[src/lst_regs_note_end.sv]
// intentionally empty companion file
`timescale 1ns/1ps
`default_nettype none
`default_nettype wire

[src/lst_pkg.sv]
// shared constants and types for the low-speed threshold and root hub register bank
package lst_pkg;

   // bus geometry
   localparam int unsigned LST_ADDR_W   = 10;
   localparam int unsigned LST_DATA_W   = 32;
   localparam int unsigned LST_IDX_W    = 8;
   localparam int unsigned LST_THR_W    = 11;
   localparam int unsigned LST_FRM_W    = 14;
   localparam int unsigned LST_NPORTS   = 2;
   localparam logic [1:0]  LST_LANE_OK  = 2'h0;

   // register codes: read code, write code has bit 7 set
   localparam logic [7:0]  LST_RD_THR   = 8'h11;
   localparam logic [7:0]  LST_WR_THR   = 8'h91;
   localparam logic [7:0]  LST_RD_DSCA  = 8'h12;
   localparam logic [7:0]  LST_WR_DSCA  = 8'h92;
   localparam logic [7:0]  LST_RD_DSCB  = 8'h13;
   localparam logic [7:0]  LST_WR_DSCB  = 8'h93;
   localparam logic [7:0]  LST_RD_HUB   = 8'h14;
   localparam logic [7:0]  LST_WR_HUB   = 8'h94;
   localparam logic [7:0]  LST_RD_PORT  = 8'h15;
   localparam logic [7:0]  LST_WR_PORT  = 8'h95;

   // reset values and writable field masks
   localparam logic [10:0] LST_THR_RST  = 11'h628;
   localparam logic [31:0] LST_THR_MASK = 32'h0000_07ff;
   localparam logic [31:0] LST_DSCA_WM  = 32'hff00_1b00;
   localparam logic [31:0] LST_DSCB_WM  = 32'h0007_0007;
   localparam logic [31:0] LST_DSCA_RM  = 32'hff00_1b03;
   localparam logic [31:0] LST_WORD_0   = 32'h0000_0000;
   localparam logic [13:0] LST_FRM_0    = 14'h0000;
   localparam logic [13:0] LST_FRM_1    = 14'h0001;

   // host controller operating states, as driven by the state logic
   typedef enum logic [1:0] {
      LST_ST_RESET  = 2'h0,
      LST_ST_RESUME = 2'h1,
      LST_ST_OPER   = 2'h2,
      LST_ST_SUSP   = 2'h3
   } lst_hc_state_t;

   // word index of a byte address
   function automatic logic [LST_IDX_W-1:0] lst_index(input logic [LST_ADDR_W-1:0] a);
      lst_index = a[LST_ADDR_W-1:2];
   endfunction

endpackage

[src/lst_frame_if.sv]
// carrier between the register bank and the frame countdown
`timescale 1ns/1ps
`default_nettype none
interface lst_frame_if;
   import lst_pkg::*;
   logic                 tick;
   logic                 op_enter;
   logic [LST_FRM_W-1:0] interval;
   logic [LST_FRM_W-1:0] remaining;

   modport timer (input tick, input op_enter, input interval, output remaining);
   modport ctrl  (output tick, output op_enter, output interval, input remaining);
endinterface
`default_nettype wire

[src/lst_regs.sv]
// apb register bank: low-speed threshold, root hub descriptors and status
//
// Local design decision: the APB register port.
`timescale 1ns/1ps
`default_nettype none
module lst_regs import lst_pkg::*; #(
   parameter logic [7:0]  POTPGT_RST = 8'h01,
   parameter logic        NO_OVERCURRENT_PROTECT_RST   = 1'h0,
   parameter logic        OVERCURRENT_PROTECT_MODE_RST   = 1'h1,
   parameter logic        NPS_RST    = 1'h0,
   parameter logic        PSM_RST    = 1'h1,
   parameter logic [1:0]  NDP_VAL    = 2'h2,
   parameter logic [2:0]  PPCM_RST   = 3'h0,
   parameter logic [2:0]  DR_RST     = 3'h0
) (
   // clock, reset, enable
   input  wire logic                   pclk,
   input  wire logic                   presetn,
   input  wire logic                   pce,
   // apb slave
   input  wire logic [LST_ADDR_W-1:0]  paddr,
   input  wire logic                   psel,
   input  wire logic                   penable,
   input  wire logic                   pwrite,
   input  wire logic [LST_DATA_W-1:0]  pwdata,
   output logic      [LST_DATA_W-1:0]  prdata,
   output logic                        pready,
   output logic                        pslverr,
   // controller state
   input  wire lst_hc_state_t          hc_state,
   // frame timing
   input  wire logic                   bit_tick,
   input  wire logic [LST_FRM_W-1:0]   frame_interval,
   output logic      [LST_FRM_W-1:0]   frame_time_left,
   // low-speed scheduling
   input  wire logic                   ls_req,
   output logic                        ls_go,
   // configuration to the root hub
   output logic      [LST_THR_W-1:0]   lowspeed_threshold_value,
   output logic      [LST_DATA_W-1:0]  root_hub_descriptor_a,
   output logic      [LST_DATA_W-1:0]  root_hub_descriptor_b,
   output logic      [LST_DATA_W-1:0]  hub_status_reg,
   output logic      [LST_DATA_W*LST_NPORTS-1:0] port_status_reg
);

   localparam logic [LST_DATA_W-1:0] DSCA_RST = {POTPGT_RST, 11'h000, NO_OVERCURRENT_PROTECT_RST, OVERCURRENT_PROTECT_MODE_RST,
                                                 1'h0, NPS_RST, PSM_RST, 8'h00};
   localparam logic [LST_DATA_W-1:0] DSCB_RST = {13'h0000, PPCM_RST, 13'h0000, DR_RST};

   logic [LST_IDX_W-1:0]  idx;
   logic                  lane_ok;
   logic                  is_oper;
   logic                  acc;
   logic                  wr_en;
   logic                  rd_setup;
   logic                  rd_map;
   logic                  wr_map;
   logic [LST_DATA_W-1:0] rd_word;
   logic [LST_DATA_W-1:0] rd_q;
   logic [LST_THR_W-1:0]  thr_q;
   logic [LST_DATA_W-1:0] dsca_q;
   logic [LST_DATA_W-1:0] dscb_q;
   logic [LST_DATA_W-1:0] hub_q;
   logic [LST_DATA_W-1:0] port_q [LST_NPORTS];
   logic                  oper_q;

   lst_frame_if frm ();

   ////////////////////////////////////////////////////////////////////////////
   // address decode

   // true when the word index equals a register code
   function automatic logic code_hit(input logic [LST_IDX_W-1:0] i,
                                     input logic [LST_IDX_W-1:0] code);
      code_hit = (i == code);
   endfunction

   // true when the index falls on one of the port status codes
   function automatic logic port_hit(input logic [LST_IDX_W-1:0] i,
                                     input logic [LST_IDX_W-1:0] base);
      port_hit = (i >= base) && (i < base + LST_IDX_W'(LST_NPORTS));
   endfunction

   assign idx      = lst_index(paddr);
   assign lane_ok  = (paddr[1:0] == LST_LANE_OK);
   assign is_oper  = (hc_state == LST_ST_OPER);
   assign acc      = psel && penable && pce;
   assign wr_en    = acc && pwrite && lane_ok;
   assign rd_setup = psel && !penable && pce && !pwrite;

   // reads use the read codes and writes the write codes
   assign rd_map = code_hit(idx, LST_RD_THR)  || code_hit(idx, LST_RD_DSCA)
                || code_hit(idx, LST_RD_DSCB) || code_hit(idx, LST_RD_HUB)
                || port_hit(idx, LST_RD_PORT);
   assign wr_map = code_hit(idx, LST_WR_THR)  || code_hit(idx, LST_WR_DSCA)
                || code_hit(idx, LST_WR_DSCB) || code_hit(idx, LST_WR_HUB)
                || port_hit(idx, LST_WR_PORT);

   // apb handshake: one wait-free access phase, stalled while the enable is low
   assign pready  = acc;
   assign pslverr = acc && (!lane_ok || !(pwrite ? wr_map : rd_map));

   ////////////////////////////////////////////////////////////////////////////
   // read path

   // read mux, reserved bits forced to zero
   always_comb begin
      rd_word = LST_WORD_0;
      if (code_hit(idx, LST_RD_THR)) begin
         rd_word = LST_THR_MASK & LST_DATA_W'(thr_q);
      end else if (code_hit(idx, LST_RD_DSCA)) begin
         rd_word = dsca_q | LST_DATA_W'(NDP_VAL);
      end else if (code_hit(idx, LST_RD_DSCB)) begin
         rd_word = dscb_q;
      end else if (code_hit(idx, LST_RD_HUB)) begin
         rd_word = hub_q;
      end else begin
         for (int i = 0; i < LST_NPORTS; i++) begin
            if (code_hit(idx, LST_RD_PORT + LST_IDX_W'(i))) begin
               rd_word = port_q[i];
            end
         end
      end
      if (!lane_ok) begin
         rd_word = LST_WORD_0;
      end
   end

   // read data captured in the setup cycle, shown in the access phase
   always_ff @(posedge pclk or negedge presetn) begin
      if (!presetn) begin
         rd_q <= LST_WORD_0;
      end else if (rd_setup) begin
         rd_q <= rd_word;
      end
   end

   assign prdata = rd_q;

   ////////////////////////////////////////////////////////////////////////////
   // threshold register

   // only a software write may change the threshold
   always_ff @(posedge pclk or negedge presetn) begin
      if (!presetn) begin
         thr_q <= LST_THR_RST;
      end else if (wr_en && code_hit(idx, LST_WR_THR)) begin
         thr_q <= pwdata[LST_THR_W-1:0];
      end
   end

   ////////////////////////////////////////////////////////////////////////////
   // descriptor registers, writable in any state

   // descriptor A keeps only its writable fields
   always_ff @(posedge pclk or negedge presetn) begin
      if (!presetn) begin
         dsca_q <= DSCA_RST;
      end else if (wr_en && code_hit(idx, LST_WR_DSCA)) begin
         dsca_q <= pwdata & LST_DSCA_WM;
      end
   end

   // descriptor B: port power mask and removable bits
   always_ff @(posedge pclk or negedge presetn) begin
      if (!presetn) begin
         dscb_q <= DSCB_RST;
      end else if (wr_en && code_hit(idx, LST_WR_DSCB)) begin
         dscb_q <= pwdata & LST_DSCB_WM;
      end
   end

   ////////////////////////////////////////////////////////////////////////////
   // hub and port status, writable only while operational

   // hub status word
   always_ff @(posedge pclk or negedge presetn) begin
      if (!presetn) begin
         hub_q <= LST_WORD_0;
      end else if (wr_en && is_oper && code_hit(idx, LST_WR_HUB)) begin
         hub_q <= pwdata;
      end
   end

   // port status words, one per downstream port
   always_ff @(posedge pclk or negedge presetn) begin
      if (!presetn) begin
         for (int i = 0; i < LST_NPORTS; i++) begin
            port_q[i] <= LST_WORD_0;
         end
      end else if (wr_en && is_oper) begin
         for (int i = 0; i < LST_NPORTS; i++) begin
            if (code_hit(idx, LST_WR_PORT + LST_IDX_W'(i))) begin
               port_q[i] <= pwdata;
            end
         end
      end
   end

   // flatten the port words onto the output bus
   always_comb begin
      port_status_reg = '0;
      for (int i = 0; i < LST_NPORTS; i++) begin
         port_status_reg[i*LST_DATA_W +: LST_DATA_W] = port_q[i];
      end
   end

   ////////////////////////////////////////////////////////////////////////////
   // frame timing and low-speed gate

   // remember the state to spot entry into operation
   always_ff @(posedge pclk or negedge presetn) begin
      if (!presetn) begin
         oper_q <= 1'b0;
      end else if (pce) begin
         oper_q <= is_oper;
      end
   end

   assign frm.tick     = bit_tick;
   assign frm.interval = frame_interval;
   assign frm.op_enter = is_oper && !oper_q;

   lst_frame_timer u_timer (
      .pclk    (pclk),
      .presetn (presetn),
      .pce     (pce),
      .frm     (frm.timer)
   );

   // a low-speed transaction may start only with enough frame time left
   assign ls_go = ls_req && (frm.remaining >= LST_FRM_W'(thr_q));

   assign frame_time_left          = frm.remaining;
   assign lowspeed_threshold_value = thr_q;
   assign root_hub_descriptor_a    = dsca_q | LST_DATA_W'(NDP_VAL);
   assign root_hub_descriptor_b    = dscb_q;
   assign hub_status_reg           = hub_q;
endmodule
`default_nettype wire

[src/lst_frame_timer.sv]
// frame time countdown, one step per bit time
`timescale 1ns/1ps
`default_nettype none
module lst_frame_timer import lst_pkg::*; (
   // clock and reset
   input  wire logic    pclk,
   input  wire logic    presetn,
   input  wire logic    pce,
   // link to the register bank
   lst_frame_if.timer   frm
);

   logic [LST_FRM_W-1:0] rem_q;

   // count down per bit time, reload at zero or on entering operation
   always_ff @(posedge pclk or negedge presetn) begin
      if (!presetn) begin
         rem_q <= LST_FRM_0;
      end else if (pce) begin
         if (frm.op_enter) begin
            rem_q <= frm.interval;
         end else if (frm.tick) begin
            if (rem_q == LST_FRM_0) begin
               rem_q <= frm.interval;
            end else begin
               rem_q <= rem_q - LST_FRM_1;
            end
         end
      end
   end

   assign frm.remaining = rem_q;
endmodule
`default_nettype wire

[config.mk]
export PLATFORM = sky130hd
export DESIGN_NAME = lst_regs
export DESIGN_NICKNAME = d
export VERILOG_FILES = /design/src/lst_regs_note_end.sv /design/src/lst_pkg.sv /design/src/lst_frame_if.sv /design/src/lst_regs.sv /design/src/lst_frame_timer.sv
export SDC_FILE = /design/constraint.sdc
export NUM_CORES = 1
export LEC_CHECK = 0
export BUFFER_PORTS_ARGS = -buffer_cell sky130_fd_sc_hd__buf_2
export CORE_MARGIN = 2
export CORE_UTILIZATION = 51
export DETAILED_ROUTE_END_ITERATION = 12
export GPL_ROUTABILITY_DRIVEN = 0
export PLACE_DENSITY = 0.81
export SKIP_CTS_REPAIR_TIMING = 1
export SYNTH_ARGS = -nofsm -noshare
export SYNTH_HDL_FRONTEND = slang
export SYNTH_SLANG_ARGS = --single-unit
export TNS_END_PERCENT = 1
[constraint.sdc]
create_clock -name pclk -period 2.95 [get_ports pclk]
set_clock_uncertainty 0.2 [all_clocks]
set_input_delay 0.59 -clock pclk [delete_from_list [all_inputs] [get_ports pclk]]
set_output_delay 0.59 -clock pclk [all_outputs]
set_load 0.03 [all_outputs]
# Word-level counts from Yosys, hierarchy flattened
# Index checks and enable logic that the tools add are counted.
# totals
reg_bits	172
latchBits	0
ramBits	0
romBits	0
output_inout_bits	220
n_memories	0
# classes
add_sub_neg	1
n_mul	0
n_div	0
order_cmp	5
n_eq_ne	13
shifts	0
n_mux	11
bitwise	0
reduce_logical	37
# op_table
op	n
$mux 32	7
$eq 8x5->1 const B	6
$eq 8x8->1 const B	6
$mux 14	3
$logic_and 1x1->1	17
$ge 14x11->1	1
$logic_not 14->1	1
$sub 14x1->14 const B	1
$logic_or 1x1->1	9
$ge 8x5->1 const B	1
$ge 8x8->1 const B	1
$lt 8x5->1 const B	1
$lt 8x8->1 const B	1
$reduce_and 2->1	3
$logic_not 1->1	5
$eq 2x2->1 const B	1
$logic_not 2->1	1
$reduce_bool 2->1	1
$mux 1	1

# Logic depth before layout (Yosys ltp)
# depth
word_depth	9
ltp_mapped	9

# By module
# From an unflattened synthesis, not the netlist that was laid out.
# unflattened
hier_cells	748
area_unflattened_um2	8753.4
# by_module_without_submodules
mod	instances	cells_per_inst	area_per_inst_um2	seq_area_each_um2
lst_regs	1	634	7759.9	3962.6
lst_frame_timer	1	114	993.5	350.3

# Worst setup path after synthesis
# No wires, ideal clock.
# synth_path
path_type	register to output
start	reg thr_q[5], in the netlist lowspeed_threshold_value[5]
end	out ls_go
arrival_ns	1.924
setup_slack_ns	0.236
stages_incl_launch_ff	7
n_path_buf	0
path_cell_list	dfstp_2 > inv_1 > ha_1 > nand4_1 > o221ai_1 > o2111ai_1 > a31oi_1
# synth_via
elab_chain_len	2
# synth_lines
item	line_no	text
start, declared	lst_regs.sv:60	logic [LST_THR_W-1:0] thr_q;
start signal, assigned	lst_regs.sv:148	thr_q <= pwdata[LST_THR_W-1:0];
$ge 14x11->1	lst_regs.sv:232	assign ls_go = ls_req && (frm.remaining >= LST_FRM_W'(thr_q));
$logic_and 1x1->1	lst_regs.sv:232	
end, declared	lst_regs.sv:37	output logic ls_go,
# No other way between the ends.

# Final worst setup path
# layout_path
start	reg u_timer.rem_q[6], in the netlist u_timer.frm.remaining[6]
end	out ls_go
# layout_via
elab_chain_len	2
# layout_lines
item	line_no	text
start, declared	lst_frame_timer.sv:13	logic [LST_FRM_W-1:0] rem_q;
start signal, assigned	lst_frame_timer.sv:21	rem_q <= frm.interval;
start signal, assigned	lst_frame_timer.sv:24	rem_q <= frm.interval;
start signal, assigned	lst_frame_timer.sv:26	rem_q <= rem_q - LST_FRM_1;
$ge 14x11->1	lst_regs.sv:232	
$logic_and 1x1->1	lst_regs.sv:232	
# No other way between the ends.

==> metrics.md <==
| Metric | Value |
|---|---|
| Hold path cells | `3` |
| Reg-to-reg startpoint | `u_timer.frm.remaining[6]` |
| Via count | `about 6.9k` |
| Final ANT Viol Nets | `0` |
| CTS tree | `done` |
| Post-DR vias/cell | `5.65` |
| Sequential area share after synthesis | `between 50% and 60%` |
| GRT overflow | `0` |
| Synthesized flop and latch total | `about 170` |
| Arrival @ worst endpoint | `between 2 and 2.5 ns` |
| Clk sinks | `172` |
| Final net count | `1070` |
| H-tree levels | `4` |
| Fin. Hold Viols | `0` |
| Post-Route WL | `24.6 mm` |
| Clock Path Buffers | `2` |
| Post-route DRC violation count | `0` |
| CP endpoint kind | `output pin` |
| Final cell count without fillers | `around 1.2k` |
| VDD IR max | `roughly 0.0004 V` |
| Initial antenna violation count | `1` |
| RSZ-0062 raised after global routing | `true` |
| Mapped cell area | `8470 sq um` |
| Drt pass-1 iters | `5` |
| Top_reg_cell synth | `dfrtp_1` |
| Core Region | `16400 sq um` |
| Crit Path Max Fanout | `5` |
| Pins Over Slew Limit | `0` |
| Startpoint Class | `register` |
| Finish-stage setup viols | `1` |
| Synth unique cells | `57` |
| Reg2reg path depth | `6` |
| Mean Syn Cell Area | `about 11 sq um` |
| Area Overhead vs Synth | `25.3%` |
| Starting Density | `51.7%` |
| Placed cell count | `1186` |
| Chip width | `133 microns` |
| Dpl hpwl | `approximately 17 mm` |
| Setup WS post-layout | `-0.0210 ns` |
| Failing checks | `negative setup slack` |
| WL/cell | `approximately 20 microns` |
| Hold Path Class | `primary input to register` |
| First-pass GRT wire length | `37.7 mm` |
| Number of global-route vias before repair | `slightly below 7k` |
| Total of max-cap violations | `0` |
| Largest net degree at the start of global routing | `between 60 and 70` |
| Crit share post-route | `101%` |
| Iter 0 DRT Violations | `around 360` |
| Util after Layout | `~65%` |
| Total CTS buffers | `17` |
| Ports | `~290` |
| Layout cells sized above 1 | `about a third` |
| Dpl ws | `about 0.16 ns` |
| Worst Hold Launch | `frame_interval[11]` |
| Status | `complete, but fails checks` |
| Port bufs | `approximately 240` |
| Async SR Flop Fraction | `100%` |
| Class of the most critical setup path | `register to output pin` |
| Mapped Cells | `737` |
| Worst slew pin tran | `0.666 ns` |
| P per Cell Area | `537 nW/um^2` |
| Req. time, crit path | `about 2.2 ns` |
| Reg2reg end | `u_timer.frm.remaining[6]` |
| Root buffer cell | `clkbuf_16` |
| Worst skew pair latency | `between 0.4 and 0.5 ns` |
| Max FFs per register | `64` |
| Ys Warns | `0` |
| Die Area | `17700 sq um` |
| Post-synth EDFFs | `0` |
| Highest Clock Rate | `337 MHz` |
| Min-Delay Endpoint | `u_timer.frm.remaining[11]` |
| Crit path time final | `2.97 ns` |
| GRT Total Usage | `27.4%` |
| Slew margin rel. | `55.3%` |
| R2R setup slack | `between 0.15 and 0.2 ns` |
| Die Ht | `between 100 and 150 microns` |
| Standard-cell rows | `47` |
| Clock slew seen by the registers of the worst setup and hold paths | `0.07 ns` |
| Pleak | `0.00588 uW` |
==> how the worst max path moves through the flow <==
| stage | end | slack, ns | startpoint | cells after the start |
|---|---|---|---|---|
| final | ls_go | -0.02 | u_timer.frm.remaining[6] | 8 |
| after global routing | ls_go | -0.08 | u_timer.frm.remaining[6] | 8 |
| after CTS | ls_go | -0.11 | lowspeed_threshold_value[7] | 8 |
| after detailed placement | hub_status_reg[1] | 0.16 | paddr[1] | 6 |
| after global placement | hub_status_reg[29] | 0.23 | paddr[1] | 6 |
| after floorplan | ls_go | 0.24 | lowspeed_threshold_value[5] | 6 |
==> per-layer routing <==
metal  vias up  share of wire [%]  track usage (%)
li1       3079                  -                -
met1      3427                 39             33.4
met2       338                 49             45.9
met3        76                7.1             6.48
met4         0                4.4             13.6
met5         -                  0                0
==> final cells by class <==
type,instances,area [sq um]
clock inverter,13,133
timing repair buffer,276,1560
inverter,26,97.6
tap,220,275
clock buffer,19,443
sequential,172,4310
antenna,1,2.50
multi-input combinational,498,3790
fill,1299,5790
==> placed cells by master, fill, tap and decap left out, types with 3 or more instances in the layout <==
cell / synthesis / layout
o221ai_1: 3 / 3
inv_1: 25 / 22
o21ai_0: 6 / 6
clkbuf_16: 0 / 17
nand3_1: 10 / 10
or4_4: 2 / 3
inv_6: 0 / 5
buf_4: 48 / 30
o211ai_1: 3 / 3
nand2b_1: 4 / 4
buf_2: 11 / 237
ha_1: 13 / 9
a211o_1: 3 / 3
nor2b_1: 6 / 4
o31ai_1: 12 / 12
conb_1: 2 / 46
clkinv_4: 0 / 4
nor3_1: 12 / 11
a21o_1: 7 / 7
nand2_1: 27 / 27
or4_1: 4 / 3
and3_1: 7 / 7
dfstp_2: 7 / 7
o311ai_1: 3 / 3
nor2_1: 49 / 48
mux2_1: 125 / 125
a21oi_1: 49 / 48
nor4_1: 6 / 6
inv_2: 1 / 4
o21ai_1: 15 / 15
buf_12: 0 / 6
a22oi_1: 15 / 15
a221o_1: 9 / 9
dfrtp_1: 165 / 165
ha_4: 0 / 4
mux2i_1: 29 / 29
==> report_power, final <==
part / internal, uW / total [uW] / leakage, uW / switching, uW
registers: 2420 / 2530 / 0.00234 / 103
clock network: 1210 / 2180 / 0.000281 / 974
logic: 366 / 993 / 0.00325 / 627
total: 4000 / 5700 / 0.00588 / 1700
==> kinds of logic (layout without fill, tap and decap cells) <==
group,Yosys count,after routing,share of synthesized area [%]
flops,172,172,50.9
compound gates,139,139,10.7
mux,155,155,20.2
other cells,2,47,0.0886
simple gates,145,145,8.80
fa+ha+maj,13,13,1.92
buf+inv,111,334,7.38
==> synthesized netlist by cell type, types with 13 or more instances <==
master / n / area share (%)
dfrtp_1: 165 / 49
mux2_1: 125 / 17
a21oi_1: 49 / 2.9
nor2_1: 49 / 2.2
buf_4: 48 / 4.3
mux2i_1: 29 / 3.4
nand2_1: 27 / 1.2
inv_1: 25 / 1.1
clkbuf_1: 20 / 0.89
a22oi_1: 15 / 1.3
o21ai_1: 15 / 0.89
ha_1: 13 / 1.9
==> stage by stage <==
step	total power (uW)	setup TNS, ns	hold WS (ns)	cell area (sq um)
floorplan	3140	0	0.0944	8640
global placement	3430	0	0.256	9920
detailed placement	3460	0	0.267	9920
CTS	5640	-0.113	-0.0311	10500
global route	5940	-0.0788	0.204	10600
finish	5700	-0.0210	0.207	10600
==> critical path: stages, from the launching register on <==
cell and delay [ns]:
dfrtp_1 0.39, buf_4 0.17, ha_1 0.21, a211o_1 0.33, a21oi_2 0.14, o221ai_1 0.13, o2111ai_1 0.09, a31oi_1 0.11
buf_4 0.18
(Power assumes the default switching activity.)
